File: src/rpd_pkg.sv
// Package for the region protection and address decode block.
// Assumes one 100 MHz system clock and 32-bit byte addresses.
package rpd_pkg;
   localparam int          RPD_NUM_REGIONS  = 8;          // Number of protection regions.
   localparam int          RPD_NUM_SUBREG   = 8;          // Subregions in one region.
   localparam int          RPD_ADDR_W       = 32;         // Address width.
   localparam int          RPD_SLOT_SHIFT   = 14;         // 16 kB slot boundary bit.
   localparam int          RPD_AHB_SIZE_LOG = 21;         // 2 MB high-speed window.
   localparam int          RPD_APB_SIZE_LOG = 20;         // 1 MB low-speed window.
   localparam int          RPD_AHB_SLOTS    = 128;        // High-speed peripheral slots.
   localparam int          RPD_APB_SLOTS    = 64;         // Low-speed peripheral slots.
   localparam logic [31:0] RPD_AHB_BASE     = 32'h5000_0000; // Default high-speed base.
   localparam logic [31:0] RPD_APB_BASE     = 32'h4000_0000; // Default low-speed base.
   localparam logic [31:0] RPD_VEC_BASE     = 32'h0000_0000; // Vector area start.
   localparam logic [31:0] RPD_VEC_SIZE     = 32'h0000_0400; // Vector area length.
   localparam logic [31:0] RPD_VEC_ALT      = 32'h1000_0000; // Default remap target.
   localparam logic [1:0]  RPD_PERM_NONE    = 2'h0;       // Access disabled.
   localparam logic [1:0]  RPD_PERM_RO      = 2'h1;       // Read only.
   localparam logic [1:0]  RPD_PERM_RW      = 2'h3;       // Read and write.
   // Classification of a decoded address.
   typedef enum logic [1:0] {RPD_AREA_MEM, RPD_AREA_AHB, RPD_AREA_APB} rpd_area_t;
endpackage : rpd_pkg

File: src/rpd_region_match.sv
// One protection region comparator with eight subregion disable bits.
// Assumes a power-of-two sized region, size at least eight bytes.
`timescale 1ns/100ps
module rpd_region_match (
   // Region configuration.
   input  wire logic        enable_i,
   input  wire logic [31:0] base_i,
   input  wire logic [4:0]  size_log_i,
   input  wire logic [7:0]  sub_disable_i,
   // Address under test.
   input  wire logic [31:0] addr_i,
   // Match result.
   output logic             hit_o
);
   logic [31:0] mask;      // Ones over the offset bits.
   logic [2:0]  sub_index; // Subregion selected by the address.

   // Compare the upper bits and pick the subregion from the top three offset bits.
   always_comb begin
      mask      = (32'h0000_0001 << size_log_i) - 32'h0000_0001;
      sub_index = 3'(addr_i >> (size_log_i - 5'd3));
      hit_o     = enable_i && ((addr_i & ~mask) == (base_i & ~mask))
                  && !sub_disable_i[sub_index];
   end
endmodule : rpd_region_match

File: src/rpd_top.sv
// Region protection check and peripheral decode for core bus accesses.
// Assumes the core holds its request until done or error is returned,
// and that region configuration is stable while a request is pending.
`timescale 1ns/100ps
// How it works
// - Eight regions, each with eight subregions.
// - Unmapped access blocked, fault raised.
// - Permission violation blocked, same fault.
// - Read-only region rejects writes only.
// - Disabled region rejects every access.
// - High-speed area: 2 MB, 128 slots.
// - Low-speed area: 1 MB, 64 slots.
// - Every slot spans 16 kB.
// - Vector area remappable to alternate memory.
module rpd_top #(
   parameter int NREG = rpd_pkg::RPD_NUM_REGIONS
) (
   // Clock and reset.
   input  wire logic                 clk_sys_i,
   input  wire logic                 reset_i,
   // Region configuration, one field per region.
   input  wire logic [NREG-1:0]      reg_enable_i,
   input  wire logic [NREG*32-1:0]   reg_base_i,
   input  wire logic [NREG*5-1:0]    reg_size_log_i,
   input  wire logic [NREG*8-1:0]    reg_sub_dis_i,
   input  wire logic [NREG*2-1:0]    reg_perm_i,
   // Vector remap control.
   input  wire logic                 remap_en_i,
   input  wire logic [31:0]          remap_base_i,
   // Core request.
   input  wire logic                 req_valid_i,
   input  wire logic                 req_write_i,
   input  wire logic [31:0]          req_addr_i,
   input  wire logic [31:0]          req_wdata_i,
   // Target side.
   output logic                      tgt_valid_o,
   output logic                      tgt_write_o,
   output logic [31:0]               tgt_addr_o,
   output logic [31:0]               tgt_wdata_o,
   output logic [1:0]                tgt_area_o,
   output logic [6:0]                tgt_slot_o,
   input  wire logic                 tgt_ready_i,
   input  wire logic [31:0]          tgt_rdata_i,
   // Answer to the core.
   output logic                      rsp_done_o,
   output logic                      rsp_error_o,
   output logic [31:0]               rsp_rdata_o,
   output logic                      fault_o
);
   import rpd_pkg::*;

   // Per-region hit flags from the comparators.
   logic [NREG-1:0] hit;
   // Comparator bank, one instance per region, each with eight subregions.
   generate
      for (genvar g = 0; g < NREG; g++) begin : g_reg
         rpd_region_match u_match (
            .enable_i      (reg_enable_i[g]),
            .base_i        (reg_base_i[g*32 +: 32]),
            .size_log_i    (reg_size_log_i[g*5 +: 5]),
            .sub_disable_i (reg_sub_dis_i[g*8 +: 8]),
            .addr_i        (req_addr_i),
            .hit_o         (hit[g])
         );
      end
   endgenerate

   // Check outcome of the current request.
   logic       any_hit;   // Some region claims the address.
   logic [1:0] perm;      // Permission of the highest matching region.
   logic       allow;     // Access may proceed.
   logic [31:0] eff_addr; // Address after vector remap.
   rpd_area_t  area;      // Decoded area.
   logic [6:0] slot;      // Decoded slot.

   // Highest numbered matching region wins, then permission and decode.
   always_comb begin
      any_hit = 1'b0;
      perm    = RPD_PERM_NONE;
      for (int i = 0; i < NREG; i++) begin
         if (hit[i]) begin
            any_hit = 1'b1;
            perm    = reg_perm_i[i*2 +: 2];
         end
      end
      // Unmapped fails; disabled fails; read-only refuses writes.
      if (!any_hit) begin
         allow = 1'b0;
      end else if (perm == RPD_PERM_NONE) begin
         allow = 1'b0;
      end else if (perm == RPD_PERM_RO) begin
         allow = !req_write_i;
      end else begin
         allow = 1'b1;
      end
      // Vector area accesses go to the alternate memory when remapped.
      eff_addr = req_addr_i;
      if (remap_en_i && req_addr_i >= RPD_VEC_BASE
          && req_addr_i < RPD_VEC_BASE + RPD_VEC_SIZE) begin
         eff_addr = remap_base_i + (req_addr_i - RPD_VEC_BASE);
      end
      // Windows are 2 MB and 1 MB, sliced into 16 kB slots.
      area = RPD_AREA_MEM;
      slot = 7'h00;
      if ((eff_addr >> RPD_AHB_SIZE_LOG) == (RPD_AHB_BASE >> RPD_AHB_SIZE_LOG)) begin
         area = RPD_AREA_AHB;
         slot = 7'(eff_addr[RPD_AHB_SIZE_LOG-1:RPD_SLOT_SHIFT]);
      end else if ((eff_addr >> RPD_APB_SIZE_LOG) == (RPD_APB_BASE >> RPD_APB_SIZE_LOG)) begin
         area = RPD_AREA_APB;
         slot = {1'b0, eff_addr[RPD_APB_SIZE_LOG-1:RPD_SLOT_SHIFT]};
      end
   end

   // Transaction state.
   typedef enum {RPD_IDLE, RPD_BUSY, RPD_RESP} rpd_state_t;
   rpd_state_t  state_reg, state_next;
   logic        tv_reg, tv_next, tw_reg, tw_next;
   logic [31:0] ta_reg, ta_next, td_reg, td_next, rd_reg, rd_next;
   logic [1:0]  ar_reg, ar_next;
   logic [6:0]  sl_reg, sl_next;
   logic        dn_reg, dn_next, er_reg, er_next, ft_reg, ft_next;

   // Next-state logic: forward allowed requests, answer refused ones with error.
   always_comb begin
      state_next = state_reg;
      tv_next    = tv_reg;
      tw_next    = tw_reg;
      ta_next    = ta_reg;
      td_next    = td_reg;
      ar_next    = ar_reg;
      sl_next    = sl_reg;
      rd_next    = rd_reg;
      // Answer flags are single-cycle pulses.
      dn_next    = 1'b0;
      er_next    = 1'b0;
      ft_next    = 1'b0;
      case (state_reg)
         RPD_IDLE: begin
            if (req_valid_i) begin
               if (allow) begin
                  tv_next = 1'b1;
                  tw_next = req_write_i;
                  ta_next = eff_addr;
                  td_next = req_wdata_i;
                  ar_next = 2'(area);
                  sl_next = slot;
                  state_next = RPD_BUSY;
               end else begin
                  // Nothing reaches the target; error and fault together.
                  er_next = 1'b1;
                  ft_next = 1'b1;
                  rd_next = 32'h0000_0000;
                  state_next = RPD_RESP;
               end
            end
         end
         RPD_BUSY: begin
            if (tgt_ready_i) begin
               tv_next = 1'b0;
               dn_next = 1'b1;
               rd_next = tw_reg ? 32'h0000_0000 : tgt_rdata_i;
               state_next = RPD_RESP;
            end
         end
         RPD_RESP: begin
            // One idle cycle lets the core drop its request.
            state_next = RPD_IDLE;
         end
         default: state_next = RPD_IDLE;
      endcase
   end

   // Register the transaction state.
   always_ff @(posedge clk_sys_i) begin
      if (reset_i) begin
         state_reg <= RPD_IDLE;
         tv_reg    <= 1'b0;
         tw_reg    <= 1'b0;
         ta_reg    <= 32'h0000_0000;
         td_reg    <= 32'h0000_0000;
         rd_reg    <= 32'h0000_0000;
         ar_reg    <= 2'h0;
         sl_reg    <= 7'h00;
         dn_reg    <= 1'b0;
         er_reg    <= 1'b0;
         ft_reg    <= 1'b0;
      end else begin
         state_reg <= state_next;
         tv_reg    <= tv_next;
         tw_reg    <= tw_next;
         ta_reg    <= ta_next;
         td_reg    <= td_next;
         rd_reg    <= rd_next;
         ar_reg    <= ar_next;
         sl_reg    <= sl_next;
         dn_reg    <= dn_next;
         er_reg    <= er_next;
         ft_reg    <= ft_next;
      end
   end

   // Outputs straight from flip-flops.
   assign tgt_valid_o = tv_reg;
   assign tgt_write_o = tw_reg;
   assign tgt_addr_o  = ta_reg;
   assign tgt_wdata_o = td_reg;
   assign tgt_area_o  = ar_reg;
   assign tgt_slot_o  = sl_reg;
   assign rsp_done_o  = dn_reg;
   assign rsp_error_o = er_reg;
   assign rsp_rdata_o = rd_reg;
   assign fault_o     = ft_reg;

   // Unmapped request from idle gives error and fault next cycle.
   property p_unmapped;
      @(posedge clk_sys_i) disable iff (reset_i)
      (state_reg == RPD_IDLE && req_valid_i && !any_hit) |=> (rsp_error_o && fault_o);
   endproperty
   a_unmapped: assert property (p_unmapped) else $error("unmapped access not faulted");
   // Disabled region never forwards.
   property p_disabled;
      @(posedge clk_sys_i) disable iff (reset_i)
      (state_reg == RPD_IDLE && req_valid_i && any_hit && perm == RPD_PERM_NONE)
      |=> !tgt_valid_o ##1 !tgt_valid_o;
   endproperty
   a_disabled: assert property (p_disabled) else $error("disabled region forwarded");
   // Read-only write faults.
   property p_ro_write;
      @(posedge clk_sys_i) disable iff (reset_i)
      (state_reg == RPD_IDLE && req_valid_i && any_hit && perm == RPD_PERM_RO && req_write_i)
      |=> fault_o;
   endproperty
   a_ro_write: assert property (p_ro_write) else $error("read-only write allowed");
   // Read-only read is forwarded.
   property p_ro_read;
      @(posedge clk_sys_i) disable iff (reset_i)
      (state_reg == RPD_IDLE && req_valid_i && any_hit && perm == RPD_PERM_RO && !req_write_i)
      |=> tgt_valid_o && !fault_o;
   endproperty
   a_ro_read: assert property (p_ro_read) else $error("read-only read blocked");
   // Fault and error always coincide, with no target write.
   property p_fault_err;
      @(posedge clk_sys_i) disable iff (reset_i)
      fault_o |-> rsp_error_o && !rsp_done_o && !tgt_valid_o;
   endproperty
   a_fault_err: assert property (p_fault_err) else $error("fault without error");
   // High-speed slot matches the address bits above 16 kB.
   property p_ahb_slot;
      @(posedge clk_sys_i) disable iff (reset_i)
      $rose(tgt_valid_o) && tgt_area_o == 2'(RPD_AREA_AHB)
      |-> tgt_slot_o == tgt_addr_o[20:14];
   endproperty
   a_ahb_slot: assert property (p_ahb_slot) else $error("bad high-speed slot");
   // Low-speed slot stays below 64.
   property p_apb_slot;
      @(posedge clk_sys_i) disable iff (reset_i)
      $rose(tgt_valid_o) && tgt_area_o == 2'(RPD_AREA_APB)
      |-> tgt_slot_o == {1'b0, tgt_addr_o[19:14]};
   endproperty
   a_apb_slot: assert property (p_apb_slot) else $error("bad low-speed slot");
   // Remapped vector access reaches the alternate base.
   property p_remap;
      @(posedge clk_sys_i) disable iff (reset_i)
      (state_reg == RPD_IDLE && req_valid_i && allow && remap_en_i && req_addr_i < RPD_VEC_SIZE)
      |=> tgt_addr_o == remap_base_i + $past(req_addr_i);
   endproperty
   a_remap: assert property (p_remap) else $error("vector remap missed");
endmodule : rpd_top

File: config.mk
export PLATFORM = sky130hd
export DESIGN_NAME = rpd_top
export DESIGN_NICKNAME = d
export VERILOG_FILES = /design/src/rpd_pkg.sv /design/src/rpd_region_match.sv /design/src/rpd_top.sv
export SDC_FILE = /design/constraint.sdc
export NUM_CORES = 1
export LEC_CHECK = 0
export BUFFER_PORTS_ARGS = -buffer_cell sky130_fd_sc_hd__buf_4
export CAP_MARGIN = 10
export CORE_AREA = 2 2 248 250
export DETAILED_ROUTE_END_ITERATION = 8
export DIE_AREA = 0 0 250 252
export HOLD_SLACK_MARGIN = 0.12
export PLACE_DENSITY_LB_ADDON = 0.05
export SYNTH_ARGS = -nofsm -noshare
export SYNTH_HDL_FRONTEND = slang
export SYNTH_SLANG_ARGS = --single-unit
File: constraint.sdc
create_clock -name clk_sys_i -period 10.2 [get_ports clk_sys_i]
set_clock_uncertainty 0.2 [all_clocks]
set_input_delay 1.02 -clock clk_sys_i [delete_from_list [all_inputs] [get_ports clk_sys_i]]
set_output_delay 1.02 -clock clk_sys_i [all_outputs]
set_load 0.02 [all_outputs]
=== Yosys cells after proc, flatten, opt, wreduce, memory -nomap -nowiden ===
Index checks and enable logic that the tools add are counted.

* Bits in registers: 141
* Latch bits: 0
* Bits in writable memories: 0
* ROM bits: 0
* Bits of input ports: 518
* Logic and storage cells: 187
* Memories kept: 0

* Add/sub/neg operators: 17
* Multipliers: 0
* Div/mod/pow operators: 0
* $lt $le $gt $ge: 10
* Eq/ne operators: 16
* Shifts and indexed selects: 16
* Mux-type cells: 55
* Bitwise logic cells: 27
* Reductions and logical operators: 36

{| class="wikitable"
|+ Operators with widths
! cell !! count
|-
| 32-bit AND || 16
|-
| 32-bit equality test || 8
|-
| 32-bit NOT || 8
|-
| 1-bit by 5-bit left shift with 32-bit output, first input constant || 8
|-
| 32-bit by 5-bit >> shifter with 3-bit output || 8
|-
| 32-bit by 1-bit subtractor with 32-bit output, second input constant || 8
|-
| 32-bit 2-to-1 mux || 7
|-
| 32-bit one-hot mux with 2 select lines || 2
|-
| 5-bit by 2-bit subtractor with 5-bit output, second input constant || 8
|-
| 32-bit adder || 1
|-
| 32-bit by 1-bit equality test with 1-bit output, second input constant || 1
|-
| 32-bit by 1-bit >= comparator with 1-bit output, second input constant || 1
|-
| 32-bit logical NOT || 1
|-
| 3-bit by 4-bit < comparator with 1-bit output, second input constant || 8
|-
| 32-bit by 11-bit < comparator with 1-bit output, second input constant || 1
|-
| 1-bit binary-select mux with 3-bit select || 8
|-
| 1-bit 2-to-1 mux || 24
|-
| 2-bit 2-to-1 mux || 11
|-
| 1-bit logical AND || 18
|-
| 12-bit by 11-bit equality test with 1-bit output, second input constant || 1
|-
| 11-bit by 10-bit equality test with 1-bit output, second input constant || 1
|-
| 1-bit logical NOT || 9
|-
| 2-bit inequality test, second input constant || 4
|-
| 4-bit AND reduction || 2
|-
| 11 further kinds || 13
|}

=== Longest topological paths before layout ===
* Depth in word-level cells: 22
* Gate-level depth with buffers: 24

=== By module ===
From an unflattened synthesis, not the netlist that was laid out.

* Cells, all modules: 3039
* Area total of the unflattened synthesis: 25715.9 um^2

{| class="wikitable"
|+ By module, submodules not included
! module !! times used !! cells each !! area an instance (um^2) !! seq. area each (um^2)
|-
| rpd_region_match at g_reg[0].u_match ... || 4 || 303 || 2479.9 || 0.0
|-
| rpd_region_match at g_reg[4].u_match ... || 4 || 282 || 2452.4 || 0.0
|-
| rpd_top || 1 || 699 || 5987.0 || 2222.1
|}

=== Least setup slack after synthesis ===
No wires, ideal clock.

* Path type: in2reg
* Start point: input port reg_size_log_i[35]
* End point: register ta_reg[2], in the netlist tgt_addr_o[2]
* Setup time: 0.123 ns
* Arrival time: 5.858 ns
* Required time: 9.877 ns
* Slack: 4.018 ns
* Stages on the path: 18
* Path buffers: 5
* Cells stage by stage: buf_2 buf_1 buf_1 inv_1 ha_1 buf_2 mux4_2 mux4_2 mux2i_1 mux4_2 mux2i_1 nand3_1 o31a_1 a31oi_2 nor3_2 a21oi_4 buf_6 mux2_1

* Word-level cells in the longest chain between the ends: 13
* Elaborated cells between the ends (all ways): 21
* Those cells by class: 2 x add/sub; 2 x eq/ne; 2 x shift; 7 x mux; 3 x bitwise; 5 x reduce/logical

{| class="wikitable"
|+ RTL lines
! item !! line !! text
|-
| start: declaration || rpd_top.sv:24 || <nowiki>input wire logic [NREG*5-1:0] reg_size_log_i,</nowiki>
|-
| 1-bit by 5-bit left shift with 32-bit output || rpd_region_match.sv:20 || <nowiki>mask = (32'h0000_0001 << size_log_i) - 32'h0000_0001;</nowiki>
|-
| 32-bit by 1-bit subtractor with 32-bit output || rpd_region_match.sv:20 ||
|-
| 32-bit NOT || rpd_region_match.sv:22 || <nowiki>hit_o = enable_i && ((addr_i & ~mask) == (base_i & ~mask))</nowiki>
|-
| 32-bit AND || rpd_region_match.sv:22 ||
|-
| 32-bit equality test || rpd_region_match.sv:22 ||
|-
| 1-bit logical AND || rpd_region_match.sv:22 ||
|-
| 1-bit logical AND * || rpd_region_match.sv:23 || <nowiki>&& !sub_disable_i[sub_index];</nowiki>
|-
| 2-bit 2-to-1 mux || rpd_top.sv:81 || <nowiki>if (hit[i]) begin</nowiki>
|-
| 2-bit by 1-bit equality test with 1-bit output || rpd_top.sv:91 || <nowiki>end else if (perm == RPD_PERM_RO) begin</nowiki>
|-
| 1-bit 2-to-1 mux || rpd_top.sv:91 ||
|-
| 1-bit 2-to-1 mux || rpd_top.sv:89 || <nowiki>end else if (perm == RPD_PERM_NONE) begin</nowiki>
|-
| 1-bit 2-to-1 mux * || rpd_top.sv:87 || <nowiki>if (!any_hit) begin</nowiki>
|-
| 3-bit AND reduction (no source line) * || - ||
|-
| end signal: assignment || rpd_top.sv:191 || <nowiki>ta_reg <= ta_next;</nowiki>
|-
| end: declaration || rpd_top.sv:118 || <nowiki>logic [31:0] ta_reg, ta_next, td_reg, td_next, rd_reg, rd_next;</nowiki>
|}

Every way passes the cells marked *; elsewhere a longest branch is shown, timed or not. The select of a mux whose other input is x is not followed.
A chain may end at the register's enable or synchronous reset.

=== Final worst setup path ===
* Start point: input port reg_size_log_i[10]
* End point: register ta_reg[4], in the netlist tgt_addr_o[4]

* Word-level cells in the longest chain between the ends: 18
* Elaborated cells between the ends (all ways): 31
* Those cells by class: 2 x add/sub; 2 x eq/ne; 2 x shift; 17 x mux; 3 x bitwise; 5 x reduce/logical

{| class="wikitable"
|+ RTL lines
! item !! line
|-
| 1-bit by 5-bit left shift with 32-bit output || rpd_region_match.sv:20
|-
| 32-bit by 1-bit subtractor with 32-bit output || rpd_region_match.sv:20
|-
| 32-bit NOT || rpd_region_match.sv:22
|-
| 32-bit AND || rpd_region_match.sv:22
|-
| 32-bit equality test || rpd_region_match.sv:22
|-
| 1-bit logical AND || rpd_region_match.sv:22
|-
| 1-bit logical AND * || rpd_region_match.sv:23
|-
| 2-bit 2-to-1 mux (6 in a row) || rpd_top.sv:81
|-
| 2-bit by 1-bit equality test with 1-bit output || rpd_top.sv:91
|-
| 1-bit 2-to-1 mux || rpd_top.sv:91
|-
| 1-bit 2-to-1 mux || rpd_top.sv:89
|-
| 1-bit 2-to-1 mux * || rpd_top.sv:87
|-
| 3-bit AND reduction (no source line) * || -
|}

Marks and branches as above.

==> results.toml <==
[status]
outcome = "complete, no violations"

[clocking]
cts_resized = 0
cts_made_buffers = 9
postCtsHoldBufs = 0
clock_latency_ps = 370
setup_buffers_after_cts = 0
clkSinkCount = 111
clk_pin_slew_ps = 90
clock_tree_root_buffer_cell = "clkbuf_16"
tritoncts = "yes"
cts.htree.levels = 3
cts.path.max_buffers = 2

[floorplan]
design.die.area_um2 = 63000
design.portCount = 628
chipHeight_um = 252
die_x_um = 250
core-area_um2 = 60100
floorplan.rows = 90
initial_core_util_pct = 44.3

[synthesis]
post_synth_fa_ha_maj_area_fraction_pct = 4.17
synth-main-ff-cell = "dfxtp_1"
yosys_register_bits = 111
post_synth_inst_count = 3414
synthesis.area_um2 = 26600
yosys.area.top_type = "mux4_2"
synthesis.nets = 4020
yosys.cell_types.count = 121
synth-seq-area-share_pct = 8.35
yosys.cell_count.top_type = "nand2_1"
synth_simple_gate_area_share_pct = 22.0
synthTopCellsByCount = "336 x nand2_1, 215 x clkbuf_1, 210 x nor2_1"
yosys.area_share.xor_xnor_pct = 12.1
synth_enable_flop_cells = 0
mean_syn_cell_area_um2 = 7.79
netlist_top_cells_area = "mux4_2 14%, dfxtp_1 8.4%, xnor2_1 6.5%, xor2_1 5.6%, mux2i_1 5.5%"
dominant_combinational_cell_family_by_area_after_synthesis = "compound AO/OA/AOI/OAI gates"
synth_async_sr_flop_share_pct = 0
yosysWarnings = 0
yosys-mux-area-fraction_pct = 22.0
share_of_yosys_cell_area_claimed_by_the_top_area_cell_type_pct = 14.5
synth-compound-area-share_pct = 24.6

[timing]
clock.fmax_mhz = 136
fin_crit_sh_pct = 72.2
hold_violations = 0
unrepaired_setup_endpoints_after_global_routing = "false"
post-route-min-period_ps = 7360
max_slew.worst_pin.slew_ps = 1180
timing.max_slew.rel_slack_pct = 21.3
fin_setup_tns_ps = 0
timing.final.setup_violations = 0
final_max_slew_viol_count = 0

[placed_design]
place.gp.congestion = 1.04
post_detail_place_hpwl_mm = 90.8
io_buffer_count = 627
detailed_place.area_um2 = 30900

[global_routing]
all_layer_gr_usage_pct = 39.5
grt_start_max_net_pins = 96
first_global_vias = 30100
grt-ovfl-total = 0
first_pass_grt_wire_length_mm = 192
grt_antenna_before_repair = 12

[finish]
nNetsFinal = 4322
fillerInstances = 5807
multi_input_gate_area_in_the_final_layout_um2 = 22600
register_area_um2 = 2220
syn2layout_area_growth_pct = 17.5
layout-drive-gt1-share_pct = 25.2
post-route-cell-area_um2 = 31300

[drt]
drt_iter0_drc = 4268
detailroute.via_count = 31100
drt_pre_antenna_iters = 6
postRouteAntennaNets = 0
post_drt_via_cell_ratio = 6.90
wl_mm = 131
drc = 0
wl_per_cell_um = 29.0

[worst_setup_path]
critPathLaunchType = "input port"
crit_chain = "buf_4, inv_1, ha_1, nor2b_1, nand2_1, ha_1, nor3_1, a21oi_1, o211ai_1, a21oi_1, a2111oi_0, nand4_1, a2111oi_0, nand4_1, or2_2, a31oi_1, o22ai_2, a21oi_4, buf_4, mux2_1"
cp_capture_type = "register"
cp_data_arrival_time_ps = 7420
crit_required_ps = 10260
worst-setup-path-type = "in2reg"
max_stage_delay_ps = 830
crit_fanout = 76
critical-path-slowest-cell = "buf_4"

[pwr]
vdd_drop_max_v = 0.0000922
power-per-cell-area_nw_per_um2 = 79.3
cellLeakagePower_nw = 12.6

[flow_run]
maxCapViolCount = 0

[hold_path]
hold_path_class = "reg2reg"
==> path summary, 6_finish.rpt <==
kind | slack, ps | to | from | cells after the start
max | 2840 | tgt_addr_o[4] | reg_size_log_i[10] | 20
min | 260 | tgt_slot_o[3] | tgt_slot_o[3] | 2
max reg2reg | 7540 | tgt_addr_o[4] | state_reg[1] | 5
min reg2reg | 260 | tgt_slot_o[3] | tgt_slot_o[3] | 2
==> per-stage QoR <==
step	hold WS (ps)	worst slack, ps	cells	util [%]	total power, mW
2_1_floorplan	297	4020	3414	-	1.52
3_3_place_gp	245	2710	4485	51.4	2.02
3_5_place_dp	257	2430	4485	51.4	2.04
4_1_cts	269	2850	4501	51.9	2.44
5_1_grt	279	2550	4507	52.0	2.59
6_report	264	2840	4508	52.0	2.48
==> layout make-up <==
cell class / instances / share of cell area (%)
inverter: 83 / 1.00
timing repair buffer: 639 / 15.4
multi-input combinational: 2872 / 72.2
clock buffer: 9 / 0.720
tap: 782 / 3.13
sequential: 111 / 7.11
antenna: 5 / 0.0400
clock inverter: 7 / 0.344
==> critical path, delay by kind of cell <==
family	cells	cell delay [ps]
buffers and inverters	3	1230
muxes	1	400
and+or+nand+nor	6	1790
adders and majority gates	2	770
AOI/OAI and AO/OA	8	2090
==> layer usage <==
metal	vias to the layer above	wire length (um)	global-route usage, %
met2	2153	58700	62.0
met1	15100	51200	51.9
li1	13500	-	-
met3	373	14700	9.22
met4	12	5900	16.8
met5	-	80	0
==> power breakdown <==
part	internal [mW]	switching, mW	total, mW
sequential	0.434	0.000390	0.434
clock	0.201	0.194	0.395
combinational	0.697	0.954	1.65
==> kinds of logic (layout without fill, tap and decap cells) <==
group                    Yosys count  in the layout
AO/OA/AOI/OAI                    908            908
flip-flops                       111            111
multiplexers                     365            365
AND/OR/NAND/NOR                 1145           1145
adder cells (fa/ha/maj)           88             88
buffers and inverters            431            738
XOR/XNOR                         366            366
other                              0              5
==> layout by cell type, fill, tap and decap left out, types with 24 or more instances in the layout <==
cell | synthesis | routed
ha_1 | 87 | 87
nor4_1 | 34 | 32
a31oi_1 | 44 | 44
xnor2_1 | 196 | 196
nor2_1 | 210 | 210
nor3_1 | 72 | 72
a211oi_1 | 42 | 42
nand3_1 | 117 | 117
mux2i_1 | 146 | 146
inv_1 | 78 | 78
nand2_1 | 336 | 336
or3_1 | 33 | 33
nor2b_1 | 67 | 67
a21o_1 | 29 | 29
a32oi_1 | 47 | 47
o21ai_0 | 162 | 162
nand4_1 | 43 | 43
dfxtp_1 | 111 | 111
and2_1 | 25 | 25
nand2b_1 | 55 | 55
o21a_1 | 24 | 24
a21oi_1 | 161 | 161
o31ai_1 | 24 | 24
o211ai_1 | 38 | 38
mux2_1 | 26 | 26
mux4_2 | 171 | 171
and3_1 | 31 | 31
o2111ai_1 | 25 | 25
buf_4 | 7 | 637
xor2_1 | 169 | 169
(Power assumes the default switching activity.)
